===== src/core/iia_pkg.sv =====
// Summary of operation
// - selected input state, index 0..2, reads 1 when energised
// - packed input word, input zero in bit 0, values 0..7
// - each input counts pulses after a 15 ms debounce
// - counters span 0..65535 and wrap, host tracks overruns
// - pulse count read returns 16 bits and does not clear
// - rate meter only on input zero, selector 0, 100 to 15000 Hz
// - rate read returns latest measurement in whole hertz, 16 bits
// - analog channels sampled every 5 ms, mean of last four samples
// - analog result in millivolts, 0 to 3300
// - analog query picks channel 0 or 1 by index
`default_nettype none
package iia_pkg;
  // ----------------------------------------
  // timing
  // ----------------------------------------
  localparam int unsigned CLK_HZ          = 125000000;
  localparam int unsigned DEBOUNCE_MS     = 15;
  localparam int unsigned DEBOUNCE_CYC    = CLK_HZ / 1000 * DEBOUNCE_MS;
  localparam int unsigned SAMPLE_MS       = 5;
  localparam int unsigned SAMPLE_CYC      = CLK_HZ / 1000 * SAMPLE_MS;
  localparam int unsigned GATE_MS         = 1000;
  localparam int unsigned GATE_CYC        = CLK_HZ / 1000 * GATE_MS;
  // ----------------------------------------
  // widths and scale
  // ----------------------------------------
  localparam int unsigned NUM_IN          = 3;
  localparam int unsigned NUM_AN          = 2;
  localparam int unsigned AVG_DEPTH       = 4;
  localparam int unsigned ADC_W           = 12;
  localparam logic [11:0] FULL_SCALE_MV   = 12'hce4;
  localparam logic [11:0] ADC_MAX         = 12'hfff;
  localparam logic [15:0] TALLY_RST       = 16'h0000;
  localparam logic [1:0]  RATE_CHAN       = 2'h0;
  typedef enum logic [1:0] {IIA_IDLE, IIA_REQ, IIA_WAIT} iia_adc_st_t;
endpackage
`default_nettype wire


===== src/core/iia_top.sv =====
`timescale 1ns/1ps
`default_nettype none
module iia_top #(
  parameter int unsigned DEBOUNCE_CYC = iia_pkg::DEBOUNCE_CYC,
  parameter int unsigned SAMPLE_CYC   = iia_pkg::SAMPLE_CYC,
  parameter int unsigned GATE_CYC     = iia_pkg::GATE_CYC
) (
  input  wire logic        mclk,
  input  wire logic        rstn,
  input  wire logic        isolated_input_a,
  input  wire logic        isolated_input_b,
  input  wire logic        isolated_input_c,
  input  wire logic [1:0]  input_index,
  input  wire logic [1:0]  rate_channel_select,
  input  wire logic        analog_index,
  output logic             read_single_input_state,
  output logic [2:0]       read_packed_input_state,
  output logic [15:0]      read_pulse_tally,
  output logic [15:0]      read_measured_rate,
  output logic [11:0]      read_averaged_voltage,
  output logic             adc_req,
  output logic             adc_chan,
  input  wire logic        adc_valid,
  input  wire logic [11:0] adc_data
);
  // ----------------------------------------
  // reset release
  // ----------------------------------------
  logic [1:0] rst_sync_q;
  logic       rst_n;
  always_ff @(posedge mclk or negedge rstn) begin
    if (!rstn) rst_sync_q <= 2'h0;
    else       rst_sync_q <= {rst_sync_q[0], 1'b1};
  end
  assign rst_n = rst_sync_q[1];

  // ----------------------------------------
  // per-input conditioning
  // ----------------------------------------
  // one copy per pin keeps the three paths identical
  logic [2:0]  live_q;
  logic [15:0] tally_q [3];
  iia_in_chan #(
    .DEBOUNCE_CYC (DEBOUNCE_CYC)
  ) u_in_a (
    .mclk  (mclk),
    .rst_n (rst_n),
    .pin   (isolated_input_a),
    .live  (live_q[0]),
    .tally (tally_q[0])
  );
  iia_in_chan #(
    .DEBOUNCE_CYC (DEBOUNCE_CYC)
  ) u_in_b (
    .mclk  (mclk),
    .rst_n (rst_n),
    .pin   (isolated_input_b),
    .live  (live_q[1]),
    .tally (tally_q[1])
  );
  iia_in_chan #(
    .DEBOUNCE_CYC (DEBOUNCE_CYC)
  ) u_in_c (
    .mclk  (mclk),
    .rst_n (rst_n),
    .pin   (isolated_input_c),
    .live  (live_q[2]),
    .tally (tally_q[2])
  );

  // ----------------------------------------
  // rate meter on input zero
  // ----------------------------------------
  // one second gate gives whole hertz directly; 6/32 us phases are far
  // above the sample period so no edge is missed
  logic        prev0_q, prev0_d;
  logic [26:0] gate_q, gate_d;
  logic [16:0] edges_q, edges_d;
  logic [15:0] rate_q, rate_d;
  always_comb begin
    prev0_d = live_q[0];
    gate_d = gate_q + 27'h0000001;
    edges_d = edges_q;
    rate_d = rate_q;
    if (live_q[0] && !prev0_q && edges_q != 17'h1ffff) edges_d = edges_q + 17'h00001;
    if (gate_q >= 27'(GATE_CYC - 1)) begin
      gate_d = 27'h0000000;
      // an edge on the closing cycle opens the next window instead of being lost
      edges_d = (live_q[0] && !prev0_q) ? 17'h00001 : 17'h00000;
      // saturate at the top of the 16-bit field
      rate_d = edges_q[16] ? 16'hffff : edges_q[15:0];
    end
  end
  always_ff @(posedge mclk or negedge rst_n) begin
    if (!rst_n) begin
      prev0_q <= 1'b0;
      gate_q <= 27'h0000000;
      edges_q <= 17'h00000;
      rate_q <= 16'h0000;
    end else begin
      prev0_q <= prev0_d;
      gate_q <= gate_d;
      edges_q <= edges_d;
      rate_q <= rate_d;
    end
  end

  // ----------------------------------------
  // analog sampling and averaging
  // ----------------------------------------
  iia_pkg::iia_adc_st_t st_q, st_d;
  logic [19:0] tick_q, tick_d;
  logic        ch_q, ch_d;
  logic [11:0] smp_q [2][4];
  logic [11:0] smp_d [2][4];
  logic [11:0] avg_q [2];
  logic [11:0] avg_d [2];
  logic [13:0] sum;
  logic [25:0] prod;
  always_comb begin
    st_d = st_q;
    tick_d = tick_q + 20'h00001;
    ch_d = ch_q;
    smp_d = smp_q;
    avg_d = avg_q;
    sum = 14'h0000;
    prod = 26'h0000000;
    if (tick_q >= 20'(SAMPLE_CYC - 1)) tick_d = 20'h00000;
    case (st_q)
      iia_pkg::IIA_IDLE: begin
        if (tick_q >= 20'(SAMPLE_CYC - 1)) begin
          st_d = iia_pkg::IIA_REQ;
          ch_d = 1'b0;
        end
      end
      iia_pkg::IIA_REQ: st_d = iia_pkg::IIA_WAIT;
      iia_pkg::IIA_WAIT: begin
        if (adc_valid) begin
          smp_d[ch_q][3] = smp_q[ch_q][2];
          smp_d[ch_q][2] = smp_q[ch_q][1];
          smp_d[ch_q][1] = smp_q[ch_q][0];
          smp_d[ch_q][0] = adc_data;
          sum = 14'(adc_data) + 14'(smp_q[ch_q][0]) + 14'(smp_q[ch_q][1])
              + 14'(smp_q[ch_q][2]);
          // scale mean of raw codes to millivolts
          prod = 26'(sum[13:2]) * 26'(iia_pkg::FULL_SCALE_MV);
          avg_d[ch_q] = 12'(prod / 26'(iia_pkg::ADC_MAX));
          if (ch_q) st_d = iia_pkg::IIA_IDLE;
          else begin
            ch_d = 1'b1;
            st_d = iia_pkg::IIA_REQ;
          end
        end
      end
      default: st_d = iia_pkg::IIA_IDLE;
    endcase
  end
  always_ff @(posedge mclk or negedge rst_n) begin
    if (!rst_n) begin
      st_q <= iia_pkg::IIA_IDLE;
      tick_q <= 20'h00000;
      ch_q <= 1'b0;
      for (int c = 0; c < 2; c++) begin
        avg_q[c] <= 12'h000;
        for (int k = 0; k < 4; k++) smp_q[c][k] <= 12'h000;
      end
    end else begin
      st_q <= st_d;
      tick_q <= tick_d;
      ch_q <= ch_d;
      smp_q <= smp_d;
      avg_q <= avg_d;
    end
  end
  assign adc_req = (st_q == iia_pkg::IIA_REQ);
  assign adc_chan = ch_q;

  // ----------------------------------------
  // query answers
  // ----------------------------------------
  logic        one_d;
  logic [2:0]  pack_d;
  logic [15:0] tal_d, rt_d;
  logic [11:0] av_d;
  always_comb begin
    pack_d = live_q;
    case (input_index)
      2'h0: begin
        one_d = live_q[0];
        tal_d = tally_q[0];
      end
      2'h1: begin
        one_d = live_q[1];
        tal_d = tally_q[1];
      end
      2'h2: begin
        one_d = live_q[2];
        tal_d = tally_q[2];
      end
      // index three names no input
      default: begin
        one_d = 1'b0;
        tal_d = 16'h0000;
      end
    endcase
    rt_d = (rate_channel_select == iia_pkg::RATE_CHAN) ? rate_q : 16'h0000;
    av_d = avg_q[analog_index];
  end
  always_ff @(posedge mclk or negedge rst_n) begin
    if (!rst_n) begin
      read_single_input_state <= 1'b0;
      read_packed_input_state <= 3'h0;
      read_pulse_tally <= 16'h0000;
      read_measured_rate <= 16'h0000;
      read_averaged_voltage <= 12'h000;
    end else begin
      read_single_input_state <= one_d;
      read_packed_input_state <= pack_d;
      read_pulse_tally <= tal_d;
      read_measured_rate <= rt_d;
      read_averaged_voltage <= av_d;
    end
  end
endmodule

// ----------------------------------------
// one isolated input: synchroniser, debounce, tally
// ----------------------------------------
module iia_in_chan #(
  parameter int unsigned DEBOUNCE_CYC = iia_pkg::DEBOUNCE_CYC
) (
  input  wire logic        mclk,
  input  wire logic        rst_n,
  input  wire logic        pin,
  output logic             live,
  output logic [15:0]      tally
);
  // ----------------------------------------
  // synchroniser
  // ----------------------------------------
  // three stages; a level counts once stages two and three agree
  logic        s1_q;
  logic        s2_q;
  logic        s3_q;
  logic        live_q;
  logic        s1_d;
  logic        s2_d;
  logic        s3_d;
  logic        live_d;
  always_comb begin
    s1_d   = pin;
    s2_d   = s1_q;
    s3_d   = s2_q;
    live_d = live_q;
    if (s2_q == s3_q) live_d = s3_q;
  end
  always_ff @(posedge mclk or negedge rst_n) begin
    if (!rst_n) begin
      s1_q   <= 1'b0;
      s2_q   <= 1'b0;
      s3_q   <= 1'b0;
      live_q <= 1'b0;
    end else begin
      s1_q   <= s1_d;
      s2_q   <= s2_d;
      s3_q   <= s3_d;
      live_q <= live_d;
    end
  end
  assign live = live_q;

  // ----------------------------------------
  // debounce and tally
  // ----------------------------------------
  // a level must hold the whole window before it is believed
  logic        db_q;
  logic        db_d;
  logic [23:0] dbc_q;
  logic [23:0] dbc_d;
  logic [15:0] tally_q;
  logic [15:0] tally_d;
  always_comb begin
    db_d    = db_q;
    dbc_d   = dbc_q;
    tally_d = tally_q;
    if (live_q == db_q) begin
      dbc_d = 24'h000000;
    end else if (dbc_q >= 24'(DEBOUNCE_CYC - 1)) begin
      dbc_d = 24'h000000;
      db_d  = live_q;
      // count rising edges; wraps without carry, the host keeps overruns
      if (live_q) tally_d = tally_q + 16'h0001;
    end else begin
      dbc_d = dbc_q + 24'h000001;
    end
  end
  always_ff @(posedge mclk or negedge rst_n) begin
    if (!rst_n) begin
      db_q    <= 1'b0;
      dbc_q   <= 24'h000000;
      tally_q <= iia_pkg::TALLY_RST;
    end else begin
      db_q    <= db_d;
      dbc_q   <= dbc_d;
      tally_q <= tally_d;
    end
  end
  assign tally = tally_q;
endmodule
`default_nettype wire


===== config.mk =====
export PLATFORM = sky130hd
export DESIGN_NAME = iia_top
export DESIGN_NICKNAME = d
export VERILOG_FILES = /design/src/core/iia_pkg.sv /design/src/core/iia_top.sv
export SDC_FILE = /design/constraint.sdc
export NUM_CORES = 1
export LEC_CHECK = 0
export ABC_CLOCK_PERIOD_IN_PS = 13000
export BUFFER_PORTS_ARGS = -buffer_cell sky130_fd_sc_hd__buf_2
export CORE_MARGIN = 1.5
export CORE_UTILIZATION = 40
export CTS_BUF_LIST = sky130_fd_sc_hd__clkbuf_4 sky130_fd_sc_hd__clkbuf_8
export DETAILED_ROUTE_END_ITERATION = 8
export GPL_TIMING_DRIVEN = 0
export SYNTH_ARGS = -nofsm -noshare
export SYNTH_HDL_FRONTEND = slang
export SYNTH_SLANG_ARGS = --single-unit

===== constraint.sdc =====
create_clock -name mclk -period 13 [get_ports mclk]
set_input_delay 2.6 -clock mclk [delete_from_list [all_inputs] [get_ports mclk]]
set_output_delay 2.6 -clock mclk [all_outputs]
set_load 0.05 [all_outputs]

* Word level (Yosys, flattened, before mapping) *
Index checks and enable logic that the tools add are counted.

storage, ports and cells
  input port bits = 23
  output and inout port bits = 50
  word-level logic and storage cells = 145
  register bits = 389

operators by class
  equality and inequality tests = 13
  reduce and logical (&&, ||, !) cells = 18
  order comparisons = 8
  divide/modulo/power cells = 1
  add/subtract/negate cells = 12
  mux-type cells = 43
  multiply operators = 1
  bitwise operators = 5

operators by type and width
  kind                      number
  $bwmux W96                4
  $demux W48 S1             4
  $mux W48                  4
  $mux W24                  7
  $add A24 B1 Y24 const B   3
  $ge A24 B21 Y1 const B    3
  $mux W12                  5
  $add A16 B1 Y16 const B   3
  $pmux W16 S3              1
  $mux W36                  1
  $mux W17                  2
  $mux W16                  2
  $add A27 B1 Y27 const B   1
  $ge A27 B27 Y1 const B    1
  $mux W27                  1
  $div A24 B12 Y26 const B  1
  $bwmux W24                1
  $mul A12 B10 Y22 const B  1
  $add A20 B1 Y20 const B   1
  $ge A20 B20 Y1 const B    1
  $mux W20                  1
  $add A17 B1 Y17 const B   1
  $ne A17 B17 Y1 const B    1
  $add A13 B12 Y14          1
  22 further kinds          50

* Depth between registers and ports, before layout *
Gate-level depths: netlist of the first run.

  depth after elaboration = 10
  mapped depth = 84
  mapped depth without buffers = 70

* By module *
A second synthesis of the first run with hierarchy kept.

unflattened totals
  cells, all modules = 2871
  area total of the unflattened synthesis = 26120.1 um2

modules (own cells, without submodules)
  module       times used  area an instance (um2)  cells an instance
  iia_top      1           19836.5                 2259
  iia_in_chan  3           2094.5                  204

* Least setup slack after synthesis of the first run *
OpenSTA, ideal clock, no wires.

  path type = in2reg
  from = input port adc_data[1]
  to = register avg_q[12] in the netlist's numbering
  arrival = 20.818 ns
  setup slack = -7.959 ns
  library setup time = 0.141 ns
  stages on the path = 74
  cell sequence = inv_1 > fa_1 > inv_1 > fa_1 > nor3b_1 > fa_1 > a21o_1 > a21oi_1 > o21bai_1 > a21oi_1 > o21bai_1 > a21oi_1 > o21bai_1 > a21oi_1 > o21bai_1 > a21oi_1 > inv_1 > ha_1 > [... 38 more ...] > nor3_2 > o21ai_1 > xnor2_1 > or4_4 > o31ai_2 > o31ai_2 > and2_4 > and3_1 > a311o_1 > a41o_1 > a21boi_2 > xor2_2 > ha_1 > nand3_1 > or2_1 > nand3b_1 > mux2i_1 > a31oi_1

between the ends
  word-level cells in the longest chain between the ends = 6

RTL lines
  item                    RTL line        source
  start: declaration      iia_top.sv:24   input wire logic [11:0] adc_data
  $add A12 B12 Y13        iia_top.sv:143  sum = 14'(adc_data) + 14'(smp_q[ch_q][0]) + 14'(smp_q[ch_q][1])
  $add A13 B12 Y14        iia_top.sv:143
  $add A14 B12 Y14        iia_top.sv:144  + 14'(smp_q[ch_q][2]);
  $mul A12 B10 Y22        iia_top.sv:146  prod = 26'(sum[13:2]) * 26'(iia_pkg::FULL_SCALE_MV);
  $div A24 B12 Y26        iia_top.sv:147  avg_d[ch_q] = 12'(prod / 26'(iia_pkg::ADC_MAX));
  $bwmux W24              iia_top.sv:147
  end signal: assignment  iia_top.sv:172  avg_q <= avg_d;
  end: declaration        iia_top.sv:116  logic [11:0] avg_q [2];

Every way passes these cells.
A chain may end at the register's enable or synchronous reset.

* Final worst setup path of the first run *
Same ends and word-level chain as after synthesis.

==> results_dict.tcl, run 1 <==
set metrics [dict create \
    coreArea_um2 64600 \
    path_clk_slew_ns 0.06 \
    path_buf_inv 16 \
    crit_type "in2reg" \
    hp-class "reg2reg" \
    period_needed_ns 20.41 \
    grt_overflow 0 \
    ys_warn_count 0 \
    critPathTopFamily "compound AO/OA/AOI/OAI gates" \
    cts_tree "done" \
    first_pass_iters 7 \
    grt_max_degree 75 \
    cp_data_required_time_ns 13.47 \
    maxSlewViolCount 0 \
    antenna_cells 0 \
    cts-buffers-inserted 59 \
    drcViolationCount 0 \
    arrival_ns 20.88 \
    wl_per_cell_um 18.2 \
    layout_common_cells "363 x dfrtp_1, 352 x nor2_1, 264 x nand2_1, 218 x buf_4, 126 x xnor2_1" \
    insertion_delay_ns 0.65 \
    drive_gt1_share_pct 26.8 \
    synthesis.area_um2 26200 \
    portBuffers 71 \
    grt_pass1_vias 23600 \
    setup.worst_path.start "adc_data[1]" \
    initial_core_util_pct 40.5 \
    grt_pass1_wl_um 123000 \
    synth-seq-cells 364 \
    detail_route.vias_per_cell 5.65 \
    synthFlopType "dfrtp_1" \
    seqCellArea_um2 9110 \
    synth_edf_count 0 \
    min_period_over_period_pct 157 \
    nets 3468 \
    rsz0062_at_grt "true" \
    die_w_um 259 \
    critPathSlowestCell "or4_4" \
    place_congestion 0.885 \
    fin_tns_setup_ns -83.21 \
    clk_path_buf_depth 3 \
    multi_input_area_um2 18500 \
    setup_ws_ns -7.41 \
    drt-total-wl_um 76200 \
    fin_skew_ns 0.0214 \
    cp_common_cell "buf_4" \
    hold_start "u_in_a.s1_q" \
    crit_path_end_kind "register" \
    setup_viol 18 \
    num_vias 23700 \
    ant_nets 0 \
    max_freq_mhz 49.0 \
    clock_sinks 364 \
    std_cell_rows 93 \
    cpPeakStageDelay_ns 0.60 \
    clock_tree.root_cell "clkbuf_8" \
    hpwlAfterDp_um 54500 \
    yosys.cell_types.count 120 \
    cts-htree-levels 2 \
    grt.total_usage_pct 22.2 \
    relSlewSlack_pct 34.4 \
    synthArstFlopShare_pct 100 \
    start_kind "primary input" \
    syn_area_per_cell_um2 8.92 \
    die_area_um2 66900 \
    fin_util_pct 51.7 \
    r2r-start "adc_chan" \
    whs_ns 0.351 \
    ios 73 \
    place_area_um2 28200 \
    tightestPinTransition_ns 0.976 \
    layout.cells.most_common "dfrtp_1" \
    fillers 5931 \
    area_growth_pct 27.7 \
    status "finished, violations left" \
    dieHeight_um 259 \
    maxCapViolations 0 \
    violations "negative setup slack" \
    antenna_found_initial 3 \
    syn_inst 2932 \
    synth-seq-area-share_pct 34.8 \
    fin_area_um2 33400 \
    hold_viol_final 0 \
    first_iter_violations 1534 \
    crit_path_max_fanout 10 \
]
-- layer usage --
metal  routed length [µm]  GRT usage [%]  vias to the layer above
met4                 2690           7.91                        4
met3                 3760           3.16                      199
met1                33400           29.3                    11600
met5                   24              0                        -
met2                36300           37.1                      685
li1                     -              -                    11200
-- cells in the mapped netlist, types with 8 or more instances --
master	n	area, µm²
and4_1	17	149
o2111ai_1	14	123
or3_1	31	194
xnor2_1	152	1330
nor2b_1	20	125
inv_1	120	450
a21oi_1	139	696
nor3_1	67	335
a311oi_1	8	70.1
buf_1	11	41.3
o31a_1	13	114
mux2_2	42	473
a21o_1	21	158
and3_1	51	319
buf_2	14	70.1
nor2_1	365	1370
nand2_1	274	1030
nor3b_1	8	60.1
nand3_1	102	510
nand4_1	56	350
or4_1	10	75.1
nor4_1	38	238
o211ai_1	17	128
dfrtp_1	364	9110
nand2b_1	21	131
ha_1	91	1140
a211oi_1	25	188
o21ai_0	122	611
mux2i_1	77	771
or2_2	18	113
a31oi_1	37	231
o21ai_1	23	115
fa_1	53	1060
and2_1	61	382
o31ai_1	13	97.6
clkbuf_1	75	282
xor2_1	107	937
o21a_1	15	113
a2111oi_0	12	105
o21bai_1	8	60.1
a211o_1	15	131
-- per-stage QoR --
step,worst slack (ns),cells
floorplan,-7.04,2940
global placement,-11.31,3866
detailed placement,-10.63,3872
CTS,-7.17,4137
global route,-8.10,4195
finish,-7.41,4195
-- sequential cells by signal (all words and copies together) (netlist names), 2 cells and up --
name and flops:
avg_q 24, edges_q 17, gate_q 27, rate_q 16, read_averaged_voltage 12, read_measured_rate 16, read_packed_input_state 3, read_pulse_tally 16
rst_sync_q 2, smp_q 72, st_q 2, tick_q 20, u_in_a.dbc_q 24, u_in_a.tally 16, u_in_b.dbc_q 24, u_in_b.tally 16
u_in_c.dbc_q 24, u_in_c.tally 16
-- layout make-up --
class	instances	share of cell area (%)
buffer	96	1.70
clock buffer	85	3.33
clock inverter	15	0.618
inverter	121	1.38
multi-input combinational	2346	55.3
sequential	364	27.3
tap	855	3.20
timing repair buffer	313	7.24
-- final timing paths --
path                                 end  slack [ns]  cells after the start
setup / recovery               avg_q[12]       -7.41                     80
hold / removal               u_in_a.s2_q        0.35                      0
setup reg to reg               avg_q[12]       -7.17                     82
hold reg to reg              u_in_a.s2_q        0.35                      0
max in group asynchronous  rst_sync_q[1]       11.17                      1
min in group asynchronous      smp_q[91]        0.41                      0
-- what timing repair did --
action                                  4_1_cts  5_1_grt
hold buffers                                  0        0
gates cloned                                  4        1
pin swaps                                   152       88
gates resized for setup                     294      129
buffers inserted                            170       60
endpoints found under the setup margin       22       21
-- kinds of logic (layout without fill, tap and decap cells) --
kind of cell / after synthesis / in the layout / synth area share, %
buffers and inverters: 230 / 630 / 3.53
adder cells (fa/ha/maj): 147 / 147 / 8.52
AND/OR/NAND/NOR: 1192 / 1192 / 22.5
other: 2 / 10 / 0.0287
XOR/XNOR: 263 / 263 / 8.95
flip-flops: 364 / 364 / 34.8
multiplexers: 121 / 121 / 4.85
AO/OA/AOI/OAI: 613 / 613 / 16.8
Power of run 1 is left out: the tool's default activity adds up to more than one toggle a clock period on the data nets, which glitch-free logic cannot reach.
==> run 2: changes to the inputs <==
--- a/config.mk
+++ b/config.mk
@@ -5,13 +5,15 @@
 export SDC_FILE = /design/constraint.sdc
 export NUM_CORES = 1
 export LEC_CHECK = 0
+export ABC_AREA = 1
 export ABC_CLOCK_PERIOD_IN_PS = 13000
 export BUFFER_PORTS_ARGS = -buffer_cell sky130_fd_sc_hd__buf_2
 export CORE_MARGIN = 1.5
-export CORE_UTILIZATION = 40
+export CORE_UTILIZATION = 55
 export CTS_BUF_LIST = sky130_fd_sc_hd__clkbuf_4 sky130_fd_sc_hd__clkbuf_8
 export DETAILED_ROUTE_END_ITERATION = 8
 export GPL_TIMING_DRIVEN = 0
+export PLACE_DENSITY = 0.72
 export SYNTH_ARGS = -nofsm -noshare
 export SYNTH_HDL_FRONTEND = slang
 export SYNTH_SLANG_ARGS = --single-unit
==> results_dict.tcl, run 2 <==
set metrics [dict create \
    die_area_um2 51500 \
    max_freq_mhz 55.1 \
    multi_input_area_um2 18100 \
    clk_path_buf_depth 3 \
    num_vias 26500 \
    critPathSlowestCell "fa_1" \
    min_period_over_period_pct 140 \
    syn_inst 3761 \
    grt_overflow 0 \
    synth_top_cells_by_area "dfrtp_1 33%, nand2_1 11%, inv_1 7.4%, nor2_1 5.4%, nand3_1 4.9%" \
    cts-htree-levels 3 \
    rrSetupSlack_ns -4.76 \
    hold_path_depth 0 \
    antenna_found_initial 2 \
    grt_pass1_wl_um 115000 \
    die_w_um 227 \
    critPathTopFamily "simple AND/OR/NAND/NOR gates" \
    status "finished, violations left" \
    crit_path_end_kind "register" \
    drcViolationCount 0 \
    portBuffers 71 \
    initial_core_util_pct 56.1 \
    synth_edf_count 0 \
    whs_ns 0.331 \
    synth-seq-cells 364 \
    coreArea_um2 49200 \
    drive_gt1_share_pct 29.4 \
    holdBufCountCts 0 \
    crit_path_max_fanout 9 \
    grt_pass1_vias 23800 \
    relSlewSlack_pct 33.1 \
    largest_reg_flops 72 \
    clock_sinks 364 \
    synth_largest_area_cell "dfrtp_1" \
    top_regs "smp_q x72, gate_q x27" \
    ys_warn_count 0 \
    detail_route.vias_per_cell 5.43 \
    cp_data_required_time_ns 13.52 \
    first_iter_violations 2141 \
    cp_common_cell "nand2_2" \
    synthArstFlopShare_pct 100 \
    wl_per_cell_um 15.7 \
    fin_skew_ns 0.0301 \
    cpPeakStageDelay_ns 0.53 \
    synthesis.area_um2 27600 \
    min_to "rst_sync_q[1]" \
    top_register "smp_q" \
    nets 4339 \
    dieHeight_um 227 \
    fin_area_um2 35300 \
    place_congestion 0.934 \
    synthFlopType "dfrtp_1" \
    synth-seq-area-share_pct 33.0 \
    period_needed_ns 18.15 \
    insertion_delay_ns 0.65 \
    std_cell_rows 81 \
    layout.cells.most_common "nand2_1" \
    path_buf_inv 23 \
    arrival_ns 18.67 \
    hpwlAfterDp_um 50200 \
    maxSlewViolCount 0 \
    start_kind "primary input" \
    fin_tns_setup_ns -50.84 \
    violations "negative setup slack" \
    yosysMostFrequentCell "nand2_1" \
    tightestPinTransition_ns 1.00 \
    clock_tree.root_cell "clkbuf_8" \
    place_area_um2 29400 \
    area_growth_pct 28.2 \
    drt-total-wl_um 76500 \
    hold_viol_final 0 \
    layout_common_cells "733 x nand2_1, 492 x inv_1, 363 x dfrtp_1, 327 x nor2_1, 223 x buf_4" \
    rr_endpoint "avg_q[12]" \
    syn_area_per_cell_um2 7.33 \
    grt_max_degree 74 \
    rsz0062_at_grt "true" \
    ios 73 \
    ff2ff_path_depth 122 \
    ant_nets 0 \
    first_pass_iters 7 \
    hold_start "rst_sync_q[0]" \
    path_depth 120 \
    yosys.cell_types.count 69 \
    path_clk_slew_ns 0.06 \
    seqCellArea_um2 9110 \
    fillers 3747 \
    synthTopCellsByCount "839 x nand2_1, 545 x inv_1, 396 x nor2_1, 364 x dfrtp_1, 271 x nand3_1" \
    cts_tree "done" \
    r2r-start "adc_chan" \
    cts-buffers-inserted 66 \
    hp-class "reg2reg" \
    setup_viol 16 \
    synth_top_area_share_pct 33.0 \
    setup_ws_ns -5.15 \
    maxCapViolations 0 \
    grt.total_usage_pct 27.4 \
    crit_type "in2reg" \
]
[run 2: cell types whose count changed in the layout (fill, tap and decap cells not counted), sizes merged, moves of 42 or more]
cell,before,now
and2,63,4
nor2,366,467
o21ai,147,205
nand2,275,1051
mux2i,78,19
inv,122,584
and3,51,9
a21oi,146,76
xnor2,152,32
nand3,104,312
[run 2: layer usage]
metal  global-route usage (%)  wire [µm]  share of wire, %
met5                        0         12             0.016
met4                     9.83       3180               4.2
met3                     3.71       4460               5.8
met2                     45.1      36300                48
met1                     36.8      32500                42
[run 2: logic make-up (layout without fill, tap and decap cells)]
logic type / after synthesis / count (layout) / synth area share, %
adders and majority gates: 147 / 147 / 8.09
muxes: 23 / 23 / 0.853
DFF: 364 / 364 / 33.0
xor gates and xnor gates: 138 / 138 / 4.45
and+or+nand+nor: 2067 / 2069 / 36.0
AOI/OAI and AO/OA: 349 / 349 / 7.14
buffers and inverters: 671 / 1120 / 10.4
other: 2 / 11 / 0.0272
[run 2: what timing repair did]
| action | in CTS | in global routing |
|---|---|---|
| setup buffers | 93 | 150 |
| cloned | 6 | 12 |
| pin swaps | 62 | 215 |
| gates resized for setup | 126 | 411 |
| setup endpoints to repair | 18 | 18 |
[run 2: area by class of cell]
class | count | share of cell area, %
Buffer | 85 | 2.02
Clock buffer | 92 | 3.34
Sequential cell | 364 | 25.8
Clock inverter | 24 | 0.783
Multi-Input combinational cell | 2736 | 51.3
Inverter | 585 | 6.36
Antenna cell | 1 | 0.00708
Timing Repair Buffer | 334 | 8.03
Tap cell | 664 | 2.35
[run 2: per-stage QoR]
step / setup WS, ns / instances / utilization [%]
after floorplan: -3.80 / 3769 / -
after global placement: -6.66 / 4504 / 59.6
after detailed placement: -6.72 / 4509 / 59.9
after CTS: -4.77 / 4724 / 65.8
after global routing: -5.94 / 4885 / 71.9
final: -5.15 / 4885 / 71.9
[run 2: worst max-delay path by stage]
| stage | start | end |
|---|---|---|
| 3_3_place_gp | adc_data[4] | avg_q[0] |
| 2_1_floorplan | adc_data[3] | avg_q[0] |
| 3_5_place_dp | adc_data[4] | avg_q[0] |
| 5_1_grt | adc_data[3] | avg_q[12] |
| 6_report | adc_data[3] | avg_q[12] |
| 4_1_cts | adc_data[3] | avg_q[0] |
[run 2: worst register-to-register path, delay by kind of cell (launching register included)]
kind | cells | cell delay (ns)
AO/OA/AOI/OAI | 7 | 1.28
AND/OR/NAND/NOR | 80 | 8.36
flip-flops | 1 | 0.36
adder cells (fa/ha/maj) | 9 | 3.66
XOR/XNOR | 1 | 0.27
buffers and inverters | 24 | 3.36
multiplexers | 1 | 0.33
Power of run 2 is left out for the same reason.
